### config.mk
export PLATFORM = sky130hd
export DESIGN_NAME = cpu_top
export DESIGN_NICKNAME = d
export VERILOG_FILES = /design/src/design/cpu_pkg.sv /design/src/design/cpu_sync.sv /design/src/design/cpu_top.sv
export VERILOG_INCLUDE_DIRS = /design/src /design/src/design
export SDC_FILE = /design/constraint.sdc
export NUM_CORES = 1
export LEC_CHECK = 0
export ABC_AREA = 1
export BUFFER_PORTS_ARGS = -buffer_cell sky130_fd_sc_hd__buf_2
export CELL_PAD_IN_SITES_DETAIL_PLACEMENT = 1
export CELL_PAD_IN_SITES_GLOBAL_PLACEMENT = 2
export CORE_UTILIZATION = 33
export DETAILED_ROUTE_END_ITERATION = 10
export PLACE_DENSITY = 0.84
export SLEW_MARGIN = 15
export SYNTH_ARGS = -nofsm -noshare
export SYNTH_HDL_FRONTEND = slang
export SYNTH_HIERARCHICAL = 1
export SYNTH_SLANG_ARGS = --single-unit
### constraint.sdc
create_clock -name clk -period 2.2 [get_ports clk]
set_clock_uncertainty 0.1 [all_clocks]
set_input_delay 0.44 -clock clk [delete_from_list [all_inputs] [get_ports clk]]
set_output_delay 0.44 -clock clk [all_outputs]
set_load 0.1 [all_outputs]
### src/design/cpu_defines.svh
// Constants for the compare and PWM unit
`ifndef CPU_DEFINES_SVH
`define CPU_DEFINES_SVH
// Functional notes
// Software sets the pin as output before using compare.
// Writing zero to control clears the compare output latch low.
// Software runs the first timer synchronously during compare.
// Software-interrupt mode 1010 only raises the flag, pin untouched.
// Special-event mode 1011 resets first timer, starts conversion if enabled.
// Trigger asserts at match; timer clears at next timer clock edge.
// Value pair acts as first timer's programmable period in special-event mode.
// Trigger-caused timer reset never sets the timer overflow flag.
// Match removed before the reset edge cancels the timer reset.
// While sleeping, no compare matches are produced.
// Pin function moves to an alternate pin by a select bit.
// Standard PWM gives up to ten bits of duty resolution.
// Period, duty and resolution come from period, timer control, value, control.
// Software clears the direction bit so the PWM appears on the pin.
// Clearing control during PWM releases the output pin.
// Compare mode checks the value pair against the first timer continuously.
// A match sets, clears or toggles the output and sets the event flag.
// After timer equals period: timer clears, pin rises unless duty zero, duty latched.
// Pin clears when ten-bit time base equals latched duty.
`define CPU_A_CTRL 3'h0
`define CPU_A_VLO 3'h1
`define CPU_A_VHI 3'h2
`define CPU_A_PER 3'h3
`define CPU_A_T2C 3'h4
`define CPU_A_MISC 3'h5
`define CPU_A_STAT 3'h6
`define CPU_A_MASK 3'h7
`define CPU_PER_RST 8'hff
`define CPU_ST_EVT 0
`define CPU_ST_T1OV 1
`define CPU_ST_T2M 2
`endif

### src/design/cpu_pkg.sv
// Types for the compare and PWM unit
package cpu_pkg;
    typedef enum logic [3:0] {
        CPU_OFF = 4'h0,
        CPU_CMP_TOG = 4'h2,
        CPU_CMP_SET = 4'h8,
        CPU_CMP_CLR = 4'h9,
        CPU_CMP_SWI = 4'ha,
        CPU_CMP_SEV = 4'hb
    } cpu_mode_t;
    typedef enum logic [1:0] {
        CPU_S_IDLE = 2'b00,
        CPU_S_CMP = 2'b01,
        CPU_S_PWM = 2'b10
    } cpu_state_t;
endpackage : cpu_pkg

### src/design/cpu_sync.sv
// Two-flip-flop synchroniser bank
`timescale 1ns/1ps
`default_nettype none
module cpu_sync #(
    parameter int W = 2
) (
    input wire logic clk,
    input wire logic srst,
    input wire logic ce,
    input wire logic [W-1:0] d,
    output logic [W-1:0] q
);
    logic [W-1:0] s1_q;
    genvar i;
    generate
        for (i = 0; i < W; i++) begin : g_bit
            always_ff @(posedge clk) begin
                if (srst) begin
                    s1_q[i] <= 1'b0;
                    q[i] <= 1'b0;
                end else if (ce) begin
                    s1_q[i] <= d[i];
                    q[i] <= s1_q[i];
                end
            end
        end
    endgenerate
endmodule : cpu_sync
`default_nettype wire

### src/design/cpu_top.sv
// Compare and standard PWM unit with register port
`timescale 1ns/1ps
`default_nettype none
`include "cpu_defines.svh"
module cpu_top (
    input wire logic clk,
    input wire logic srst,
    input wire logic ce,
    input wire logic [2:0] addr,
    input wire logic [7:0] wdata,
    input wire logic wr_en,
    input wire logic rd_en,
    output logic [7:0] rdata,
    input wire logic sleep_pin,
    input wire logic adc_enable,
    input wire logic t1_tick,
    output logic [15:0] t1_count,
    output logic t1_overflow,
    output logic special_trigger,
    output logic adc_start,
    output logic unit_output_pin_o,
    output logic unit_output_pin_oe,
    output logic alt_output_pin_o,
    output logic alt_output_pin_oe,
    output logic irq
);
    import cpu_pkg::*;
    logic [7:0] ctrl_q;
    logic [7:0] vlo_q;
    logic [7:0] vhi_q;
    logic [7:0] per_q;
    logic [7:0] t2c_q;
    logic [1:0] misc_q;
    logic [2:0] stat_q;
    logic [2:0] mask_q;
    logic [7:0] t2_q;
    logic [1:0] t2x_q;
    logic [3:0] pre_q;
    logic [1:0] dlat_q;
    logic cmp_latch_q;
    logic pwm_q;
    logic sev_pend_q;
    logic match_q;
    logic [1:0] sync_q;
    logic sleeping;
    logic t1_edge;
    cpu_mode_t mode;
    cpu_state_t state;
    logic ctrl_wr;
    logic match;
    logic t1_wrap;
    logic t2_inc;
    logic t2_end;
    logic [9:0] tbase;
    logic [9:0] duty_lat;
    logic [2:0] ev;
    logic [3:0] pre_max;

    // Sleep and tick arrive from other clock sources
    cpu_sync #(.W(2)) u_sync (
        .clk(clk),
        .srst(srst),
        .ce(ce),
        .d({sleep_pin, t1_tick}),
        .q(sync_q)
    );
    assign sleeping = sync_q[1];
    assign t1_edge = sync_q[0] & ~sleeping;

    assign mode = cpu_mode_t'(ctrl_q[3:0]);
    assign ctrl_wr = wr_en && addr == `CPU_A_CTRL;
    always_comb begin
        if (ctrl_q[3:2] == 2'b11) begin
            state = CPU_S_PWM;
        end else if (ctrl_q[3] || ctrl_q[3:0] == 4'h2) begin
            state = CPU_S_CMP;
        end else begin
            state = CPU_S_IDLE;
        end
    end

    // Continuous 16-bit compare, suppressed while asleep
    assign match = state == CPU_S_CMP && !sleeping && t1_count == {vhi_q, vlo_q};

    // Register writes
    always_ff @(posedge clk) begin
        if (srst) begin
            ctrl_q <= 8'h00;
            vlo_q <= 8'h00;
            per_q <= `CPU_PER_RST;
            t2c_q <= 8'h00;
            misc_q <= 2'b00;
            mask_q <= 3'h0;
        end else if (ce && wr_en) begin
            case (addr)
                `CPU_A_CTRL: ctrl_q <= wdata;
                `CPU_A_VLO: vlo_q <= wdata;
                `CPU_A_PER: per_q <= wdata;
                `CPU_A_T2C: t2c_q <= wdata;
                `CPU_A_MISC: misc_q <= wdata[1:0];
                `CPU_A_MASK: mask_q <= wdata[2:0];
                default: ;
            endcase
        end
    end

    // High value byte is read-only in PWM, loaded with duty at period end
    always_ff @(posedge clk) begin
        if (srst) begin
            vhi_q <= 8'h00;
            dlat_q <= 2'b00;
        end else if (ce) begin
            if (state == CPU_S_PWM && t2_end) begin
                vhi_q <= vlo_q;
                dlat_q <= ctrl_q[5:4];
            end else if (wr_en && addr == `CPU_A_VHI && state != CPU_S_PWM) begin
                vhi_q <= wdata;
            end
        end
    end

    // First timer; special event reset waits for the next timer edge
    assign t1_wrap = t1_edge && t1_count == 16'hffff;
    always_ff @(posedge clk) begin
        if (srst) begin
            t1_count <= 16'h0000;
            sev_pend_q <= 1'b0;
        end else if (ce) begin
            if (match && mode == CPU_CMP_SEV) begin
                sev_pend_q <= 1'b1;
            end else if (!match) begin
                sev_pend_q <= 1'b0;
            end
            if (t1_edge) begin
                if (sev_pend_q && match) begin
                    t1_count <= 16'h0000;
                    sev_pend_q <= 1'b0;
                end else begin
                    t1_count <= t1_count + 16'h0001;
                end
            end
        end
    end
    // Overflow only from real wrap, never from the trigger reset
    assign t1_overflow = t1_wrap && !(sev_pend_q && match);

    // Trigger is combinational on the match itself
    assign special_trigger = match && mode == CPU_CMP_SEV;
    assign adc_start = special_trigger && adc_enable && !match_q;

    // Compare output latch; zero control forces it low
    always_ff @(posedge clk) begin
        if (srst) begin
            cmp_latch_q <= 1'b0;
            match_q <= 1'b0;
        end else if (ce) begin
            match_q <= match;
            if (ctrl_wr && wdata == 8'h00) begin
                cmp_latch_q <= 1'b0;
            end else if (match && !match_q) begin
                case (mode)
                    CPU_CMP_SET: cmp_latch_q <= 1'b1;
                    CPU_CMP_CLR: cmp_latch_q <= 1'b0;
                    CPU_CMP_TOG: cmp_latch_q <= ~cmp_latch_q;
                    default: cmp_latch_q <= cmp_latch_q;
                endcase
            end
        end
    end

    // Second timer with prescaler; 2 extra bits extend the time base
    always_comb begin
        case (t2c_q[1:0])
            2'b00: pre_max = 4'h0;
            2'b01: pre_max = 4'h3;
            default: pre_max = 4'hf;
        endcase
    end
    assign t2_inc = t2c_q[2] && !sleeping && t2x_q == 2'b11 && pre_q == pre_max;
    assign t2_end = t2_inc && t2_q == per_q;
    always_ff @(posedge clk) begin
        if (srst) begin
            t2_q <= 8'h00;
            t2x_q <= 2'b00;
            pre_q <= 4'h0;
        end else if (ce && t2c_q[2] && !sleeping) begin
            // Tick counts system clocks; the prescaler slows the time base
            if (pre_q == pre_max) begin
                pre_q <= 4'h0;
                t2x_q <= t2x_q + 2'b01;
            end else begin
                pre_q <= pre_q + 4'h1;
            end
            if (t2_inc) begin
                t2_q <= t2_end ? 8'h00 : t2_q + 8'h01;
            end
        end
    end
    // Low two time-base bits step once per prescaled clock, so one duty step lasts that long
    assign tbase = {t2_q, t2x_q};
    // The pin falls as the base steps onto the duty value, giving exactly duty steps high
    logic tb_step;
    logic [9:0] tbase_nx;
    assign tb_step = t2c_q[2] && !sleeping && pre_q == pre_max;
    assign tbase_nx = tbase + 10'h001;
    assign duty_lat = {vhi_q, dlat_q};

    // PWM output flop
    always_ff @(posedge clk) begin
        if (srst) begin
            pwm_q <= 1'b0;
        end else if (ce) begin
            if (state != CPU_S_PWM) begin
                pwm_q <= 1'b0;
            end else if (t2_end) begin
                pwm_q <= {vlo_q, ctrl_q[5:4]} != 10'h000;
            end else if (tb_step && tbase_nx == duty_lat) begin
                pwm_q <= 1'b0;
            end
        end
    end

    // Pin drive: off, software-interrupt and special-event release the pin
    logic drive;
    logic level;
    assign drive = (state == CPU_S_PWM) ||
        (state == CPU_S_CMP && mode != CPU_CMP_SWI && mode != CPU_CMP_SEV);
    assign level = (state == CPU_S_PWM) ? pwm_q : cmp_latch_q;
    // Direction bit belongs to the port; it is ANDed here as the pad gate
    assign unit_output_pin_o = level;
    assign unit_output_pin_oe = drive && !misc_q[1] && !misc_q[0];
    assign alt_output_pin_o = level;
    assign alt_output_pin_oe = drive && !misc_q[1] && misc_q[0];

    // Sticky flags, set wins over write-one clear
    assign ev = {t2_end, t1_overflow, match && !match_q};
    always_ff @(posedge clk) begin
        if (srst) begin
            stat_q <= 3'h0;
        end else if (ce) begin
            if (wr_en && addr == `CPU_A_STAT) begin
                stat_q <= (stat_q & ~wdata[2:0]) | ev;
            end else begin
                stat_q <= stat_q | ev;
            end
        end
    end
    assign irq = |(stat_q & mask_q);

    // Read port, data one cycle later
    always_ff @(posedge clk) begin
        if (srst) begin
            rdata <= 8'h00;
        end else if (ce) begin
            if (rd_en) begin
                case (addr)
                    `CPU_A_CTRL: rdata <= ctrl_q;
                    `CPU_A_VLO: rdata <= vlo_q;
                    `CPU_A_VHI: rdata <= vhi_q;
                    `CPU_A_PER: rdata <= per_q;
                    `CPU_A_T2C: rdata <= t2c_q;
                    `CPU_A_MISC: rdata <= {6'h00, misc_q};
                    `CPU_A_STAT: rdata <= {5'h00, stat_q};
                    `CPU_A_MASK: rdata <= {5'h00, mask_q};
                    default: rdata <= 8'h00;
                endcase
            end else begin
                rdata <= 8'h00;
            end
        end
    end

    AST_ZERO_CLEARS: assert property (@(posedge clk) disable iff (srst)
        ce && ctrl_wr && wdata == 8'h00 |=> !cmp_latch_q)
        else $error("Latch not low after zero control");
    AST_SWI_NO_PIN: assert property (@(posedge clk) disable iff (srst)
        mode == CPU_CMP_SWI |-> !unit_output_pin_oe && !alt_output_pin_oe)
        else $error("Pin driven in software interrupt mode");
    AST_SEV_NO_PIN: assert property (@(posedge clk) disable iff (srst)
        mode == CPU_CMP_SEV |-> !unit_output_pin_oe && !alt_output_pin_oe)
        else $error("Pin driven in special event mode");
    AST_SEV_TRIG: assert property (@(posedge clk) disable iff (srst)
        match && mode == CPU_CMP_SEV |-> special_trigger)
        else $error("Trigger missing on match");
    AST_SEV_RESET: assert property (@(posedge clk) disable iff (srst)
        ce && sev_pend_q && match && t1_edge |=> t1_count == 16'h0000)
        else $error("Timer not reset by trigger");
    AST_NO_OVF: assert property (@(posedge clk) disable iff (srst)
        sev_pend_q && match |-> !t1_overflow)
        else $error("Overflow on trigger reset");
    AST_CANCEL: assert property (@(posedge clk) disable iff (srst)
        ce && t1_edge && !match && t1_count != 16'hffff |=> t1_count == $past(t1_count) + 16'h0001)
        else $error("Timer reset without match");
    AST_SLEEP: assert property (@(posedge clk) disable iff (srst)
        sleeping |-> !match)
        else $error("Match while sleeping");
    AST_RELEASE: assert property (@(posedge clk) disable iff (srst)
        ctrl_q == 8'h00 |-> !unit_output_pin_oe && !alt_output_pin_oe)
        else $error("Pin held with control cleared");
    AST_PWM_RISE: assert property (@(posedge clk) disable iff (srst)
        ce && state == CPU_S_PWM && t2_end && {vlo_q, ctrl_q[5:4]} != 10'h000 |=> pwm_q)
        else $error("PWM did not rise at period end");
    AST_PWM_FALL: assert property (@(posedge clk) disable iff (srst)
        ce && state == CPU_S_PWM && !t2_end && tb_step && tbase_nx == duty_lat |=> !pwm_q)
        else $error("PWM did not fall at duty match");
    AST_EVT_FLAG: assert property (@(posedge clk) disable iff (srst)
        ce && match && !match_q |=> stat_q[`CPU_ST_EVT])
        else $error("Event flag not set on match");
    AST_PWM_LATCH: assert property (@(posedge clk) disable iff (srst)
        ce && state == CPU_S_PWM && t2_end |=> vhi_q == $past(vlo_q))
        else $error("Duty not latched at period end");
    AST_T2_CLEAR: assert property (@(posedge clk) disable iff (srst)
        ce && t2_end |=> t2_q == 8'h00)
        else $error("Second timer not cleared at period end");
    AST_PWM_ZERO: assert property (@(posedge clk) disable iff (srst)
        ce && state == CPU_S_PWM && t2_end && {vlo_q, ctrl_q[5:4]} == 10'h000 |=> !pwm_q)
        else $error("PWM rose with zero duty");
    AST_VHI_RO: assert property (@(posedge clk) disable iff (srst)
        ce && state == CPU_S_PWM && !t2_end && wr_en && addr == `CPU_A_VHI |=> vhi_q == $past(vhi_q))
        else $error("High value byte written in PWM mode");
    AST_ALT_EXCL: assert property (@(posedge clk) disable iff (srst)
        !(unit_output_pin_oe && alt_output_pin_oe))
        else $error("Both pin locations driven");
    AST_SET_PIN: assert property (@(posedge clk) disable iff (srst)
        ce && match && !match_q && mode == CPU_CMP_SET && !ctrl_wr |=> cmp_latch_q)
        else $error("Set mode did not raise the latch");
    AST_CLR_PIN: assert property (@(posedge clk) disable iff (srst)
        ce && match && !match_q && mode == CPU_CMP_CLR && !ctrl_wr |=> !cmp_latch_q)
        else $error("Clear mode did not lower the latch");
    AST_TOG_PIN: assert property (@(posedge clk) disable iff (srst)
        ce && match && !match_q && mode == CPU_CMP_TOG && !ctrl_wr |=> cmp_latch_q != $past(cmp_latch_q))
        else $error("Toggle mode did not invert the latch");
    AST_SWI_HOLD: assert property (@(posedge clk) disable iff (srst)
        ce && match && mode == CPU_CMP_SWI && !ctrl_wr |=> cmp_latch_q == $past(cmp_latch_q))
        else $error("Latch moved in software interrupt mode");
    AST_SLEEP_T1: assert property (@(posedge clk) disable iff (srst)
        ce && sleeping |=> t1_count == $past(t1_count))
        else $error("First timer moved while asleep");
    COV_SEV: cover property (@(posedge clk) special_trigger ##[1:20] t1_count == 16'h0000);
    COV_TOG: cover property (@(posedge clk) mode == CPU_CMP_TOG && match && !match_q);
    COV_PWM: cover property (@(posedge clk) state == CPU_S_PWM && pwm_q ##[1:200] !pwm_q);
    COV_IRQ: cover property (@(posedge clk) irq);
    COV_ALT: cover property (@(posedge clk) alt_output_pin_oe && alt_output_pin_o);
endmodule : cpu_top
`default_nettype wire

After elaboration in Yosys (flattened, before gate mapping) --
Index checks and enable logic that the tools add are counted. Widths: inputs -> output; s select.
Operators by class: add/subtract/negate cells 5, equal/unequal tests 24, multiplexer cells 22, bitwise gates (word level) 8, reductions and logical operators 58
Operators with widths (number):
- $pmux 8 s8 | 1
- $mux 8 | 4
- $logic_and 1x1->1 | 29
- $reduce_and 2->1 | 12
- $add 16x1->16 const B | 1
- $eq 16x16->1 | 1
- $eq 16x16->1 const B | 1
- $mux 16 | 1
- $eq 3x3->1 const B | 4
- $eq 4x4->1 const B | 3
- $mux 1 | 11
- $add 10x1->10 const B | 1
- $eq 10x10->1 | 1
- $reduce_bool 10->1 | 1
- $add 8x1->8 const B | 1
- $eq 8x8->1 | 1
- $logic_not 8->1 | 1
- $ne 4x4->1 const B | 2
- $pmux 4 s2 | 1
- $and 3x3->3 | 2
- $eq 2x2->1 const B | 3
- $eq 3x2->1 const B | 2
- $or 3x3->3 | 2
- $logic_not 1->1 | 5
- 22 further kinds | 26
Word-level totals: flip-flop bits (word level) 96, bits of input ports 19, output and inout port bits 32, word-level logic and storage cells 139

Depth between registers and ports, before layout --
word-level depth 12, depth in mapped cells 14, mapped depth without buffers 14

Cells and area by module --
The synthesis kept the hierarchy.
By module, submodules not included:
- cpu_top | instances 1, cells each 786, area each 5213.8 um2, seq. area each 1841.8 um2
- cpu_sync | instances 1, cells each 26, area each 172.7 um2, seq. area each 80.1 um2

Worst setup path after synthesis --
Ideal clock, no wire load.
kind register -> output, from register t1_count[13], to output adc_start, data arrival time 3972 ps, required time 1660 ps, slack -2312 ps, cell stages (with the launch flop) 10, path buffers 0, path through dfxtp_1 inv_1 nand2_1 o21ai_0 nor2_1 nand2_1 nor2_1 nand4_1 or2_1 nor3_1
On the way: word-level cells in the longest chain between the ends 5
RTL lines:
- from (decl) | RTL line cpu_top.sv:17 | output logic [15:0] t1_count,
- from (signal assigned) | RTL line cpu_top.sv:139 | t1_count <= t1_count + 16'h0001;
- $eq 16x16->1 | RTL line cpu_top.sv:83 | assign match = state == CPU_S_CMP && !sleeping && t1_count == {vhi_q, vlo_q};
- $logic_and 1x1->1 | RTL line cpu_top.sv:83
- $logic_and 1x1->1 | RTL line cpu_top.sv:148 | assign special_trigger = match && mode == CPU_CMP_SEV;
- $logic_and 1x1->1 (2 in a row) | RTL line cpu_top.sv:149 | assign adc_start = special_trigger && adc_enable && !match_q;
- to (decl) | RTL line cpu_top.sv:20 | output logic adc_start,
Every way passes these cells.

Worst setup path in the final report --
from register ctrl_q[3], to output adc_start
On the way: word-level cells in the longest chain between the ends 10, elaborated cells between the ends (all ways) 12, those cells by class eq/ne (4); mux (2); reduce/logical (6)
RTL lines:
- from (decl) | RTL line cpu_top.sv:28 | logic [7:0] ctrl_q;
- from (signal assigned) | RTL line cpu_top.sv:96 | `CPU_A_CTRL: ctrl_q <= wdata;
- $eq 4x2->1 | RTL line cpu_top.sv:75 | end else if (ctrl_q[3] || ctrl_q[3:0] == 4'h2) begin
- $logic_or 1x1->1 | RTL line cpu_top.sv:75
- $mux 1 | RTL line cpu_top.sv:75
- $mux 2 | RTL line cpu_top.sv:73 | if (ctrl_q[3:2] == 2'b11) begin
- $eq 2x1->1 | RTL line cpu_top.sv:83
- $logic_and 1x1->1 (2 in a row) | RTL line cpu_top.sv:83
- $logic_and 1x1->1 (*) | RTL line cpu_top.sv:148
- $logic_and 1x1->1 (*) (2 in a row) | RTL line cpu_top.sv:149
Mark *: on every way between the ends. The rest lies on a longest branch, timed or not.

==> results.toml <==
[placement]
place_congestion = 0.9098
portBuffers = 50
hpwl_um = 15980
dp_worst_setup_slack_ns = -0.1697
placed_area_mm2 = 0.006643
place_inst = 1141

[routing]
drc_errors = 0
ant_nets = 0
viasPerCell = 5.032
wirelength_um = 20760
drt-initial-drc-count = 278
vias = 5948
first_pass_iters = 4
wl_per_cell_um = 17.56

[logic_synthesis]
yosysWarnings = 6
synth_cell_type_count = 42
synthesis.area_mm2 = 0.005386
syn_inst = 812
ys_seq_area_share_pct = 35.68
synth_flop_cell = "dfxtp_1"
async_reset_ff_share_pct = 0
synth_fp_nets = 836
synth_seq_cells = 96
synth_edf_count = 0
syn_avg_cell_area_um2 = 6.634

[worst_setup_path]
start_kind = "flop"
path_common_cell = "nand4_1"
cp-end-kind = "output port"
critPathMaxStageDelay_ns = 0.33
path_buf_inv = 2
critPathKind = "reg2out"
crit_path_top_delay_cell = "dfxtp_2"
crit_fanout = 2
critical_path.top_delay_family = "simple AND/OR/NAND/NOR gates"
crit_chain = "inv_2 -> nand4_1 -> nand2_2 -> nand3b_1 -> nor2_2 -> nand4_1 -> or2_4 -> nor3_4 -> buf_12"
required_ns = 1.66
critPathArrivalTime_ns = 2.10

[timing]
drv_slew = 0
hold_viol = 0
fmax_mhz = 379.2
hold_ws_ns = 0.2764
setup_viol = 3
max_slew_margin_pct = 63.76
fin_ws_ns = -0.4368
tightest_slew_ns = 0.5395
rsz0062_at_grt = "true"
fin_crit_ns = 2.637
min_period_over_period_pct = 119.9

[clock_network]
clk_path_buf_depth = 2
cts_tree = "done"
clk_pin_slew_ns = 0.07
cts_sinks = 96
cts_buffers = 9
clockRootBuffer = "clkbuf_16"
clk-insertion-delay-late_ns = 0.35
htreeDepth = 3

[outcome]
violations = "setup timing"
status = "finished with violations"

[floorplanning]
dieArea_mm2 = 0.01684
die_w_um = 129.8
coreArea_mm2 = 0.01589
fp.dieH_um = 129.8
start_util_pct = 33.91
rows = 46
ios = 51

[power]
p_per_area_mw_per_mm2 = 539.4
combPwrFrac_pct = 11.5
finalPower_uw = 3904
intPower_uw = 2815
seqPwrFrac_pct = 45.5
vdd_drop_max_uv = 373.4
p_sw_uw = 1089
p_sw_share_pct = 27.90
p_clk_share_pct = 43.1
p_leak_uw = 0.003353

[finish]
num_antenna_cells = 0
finalNonFillerCells = 1182
syn2layout_area_growth_pct = 34.36
fin_nets = 985
final_common_cell = "nand2_1"
final_cell_mix = "189 x nand2_1, 107 x buf_4, 95 x nor2_1"
fin_area_mm2 = 0.007237
drive_above_1_share_pct = 25.78

[global_routing]
grt_pass1_vias = 6201
antenna_found_initial = 0
grt_pass1_wl_um = 33280
grtUsageTotal_pct = 26.00
overflow = 0
grt_max_degree = 25

[min_path]
hold_path_class = "in2reg"

[flow_run]
maxCapViolCount = 0
[sequential cells by signal (all words and copies together), names as in the netlist, 4 cells and up]
| register | cells |
|---|---|
| per_q | 8 |
| vhi_q | 8 |
| ctrl_q | 8 |
| t2c_q | 8 |
| pre_q | 4 |
| rdata | 8 |
| t1_count | 16 |
| vlo_q | 8 |
| t2_q | 8 |
[cell usage after synthesis (all sizes together) (3+ instances only)]
| cell | count | area, um2 |
|---|---|---|
| ha | 5 | 62.56 |
| clkbuf | 8 | 31.28 |
| o21ai | 63 | 315.3 |
| nand3 | 51 | 267.8 |
| xnor2 | 13 | 113.9 |
| o211ai | 12 | 90.09 |
| nor3 | 14 | 80.08 |
| buf | 15 | 116.4 |
| dfxtp | 96 | 1922 |
| o22ai | 6 | 37.54 |
| inv | 106 | 397.9 |
| o2111ai | 3 | 26.28 |
| o21bai | 4 | 30.03 |
| a21oi | 62 | 310.3 |
| xor2 | 20 | 175.2 |
| nor2 | 109 | 455.4 |
| nand4 | 15 | 100.1 |
| nand2 | 197 | 762.0 |
[cell families (layout without fill, tap and decap cells)]
group | count (synthesis) | after routing | share of synthesized area, %
buf+inv | 129 | 283 | 10.13
flops | 96 | 96 | 35.68
compound gates | 155 | 155 | 15.75
fa+ha+maj | 5 | 5 | 1.161
simple gates | 394 | 394 | 31.92
xor+xnor | 33 | 33 | 5.366
[worst paths after layout]
path	startpoint	to	slack, ns	cells after the start
hold / removal	wdata[7]	t2c_q[7]	0.28	3
hold reg to reg	t2c_q[4]	t2c_q[4]	0.36	2
setup / recovery	ctrl_q[3]	adc_start	-0.44	9
setup reg to reg	t1_count[0]	stat_q[1]	0.09	12
[layer usage]
layer | vias up | global-route usage (%) | share of wire [%]
met5 | - | 0 | 0
met4 | 0 | 7.934 | 2.5
met3 | 27 | 3.239 | 2.9
met2 | 82 | 46.65 | 50
met1 | 2909 | 32.36 | 44
li1 | 2930 | - | -
[cell type report]
class | instances | area [um2]
fillers | 2068 | 8648
multi-input cells | 587 | 3048
flip-flops and latches | 96 | 1989
repair buffers | 161 | 1221
inverters | 106 | 401.6
well taps | 216 | 270.3
clock buffers | 10 | 239.0
clock inverters | 6 | 67.56
[power by group through the flow]
stage / clock network, uW / registers [uW] / logic [uW]
3_3_place_gp: 0 / 1810 / 419
5_1_grt: 1780 / 1780 / 483
6_report: 1680 / 1780 / 447
2_1_floorplan: 0 / 1850 / 205
4_1_cts: 1710 / 1770 / 439
3_5_place_dp: 0 / 1820 / 427
[timing repair]
action / 4_1_cts / 5_1_grt
pin swaps: 15 / 15
setup endpoints to repair: 7 / 15
buffers inserted: 30 / 9
gates resized for setup: 17 / 16
cloned: 0 / 0
hold buffers: 0 / 0
[metrics by stage]
stage / util [%] / TNS, ns
finish: 45.56 / -1.136
global route: 45.56 / -1.562
CTS: 45.35 / -1.578
detailed placement: 41.82 / -0.2162
global placement: 41.82 / -0.1131
floorplan: - / -0.8265
[tightest hold or removal path, delay by kind of cell]
| family | cells | cell delay [ns] |
|---|---|---|
| and+or+nand+nor | 1 | 0.07 |
| AOI/OAI and AO/OA | 1 | 0.06 |
| buffers and inverters | 1 | 0.11 |
Note: power is estimated with default switching activity, not from simulation.
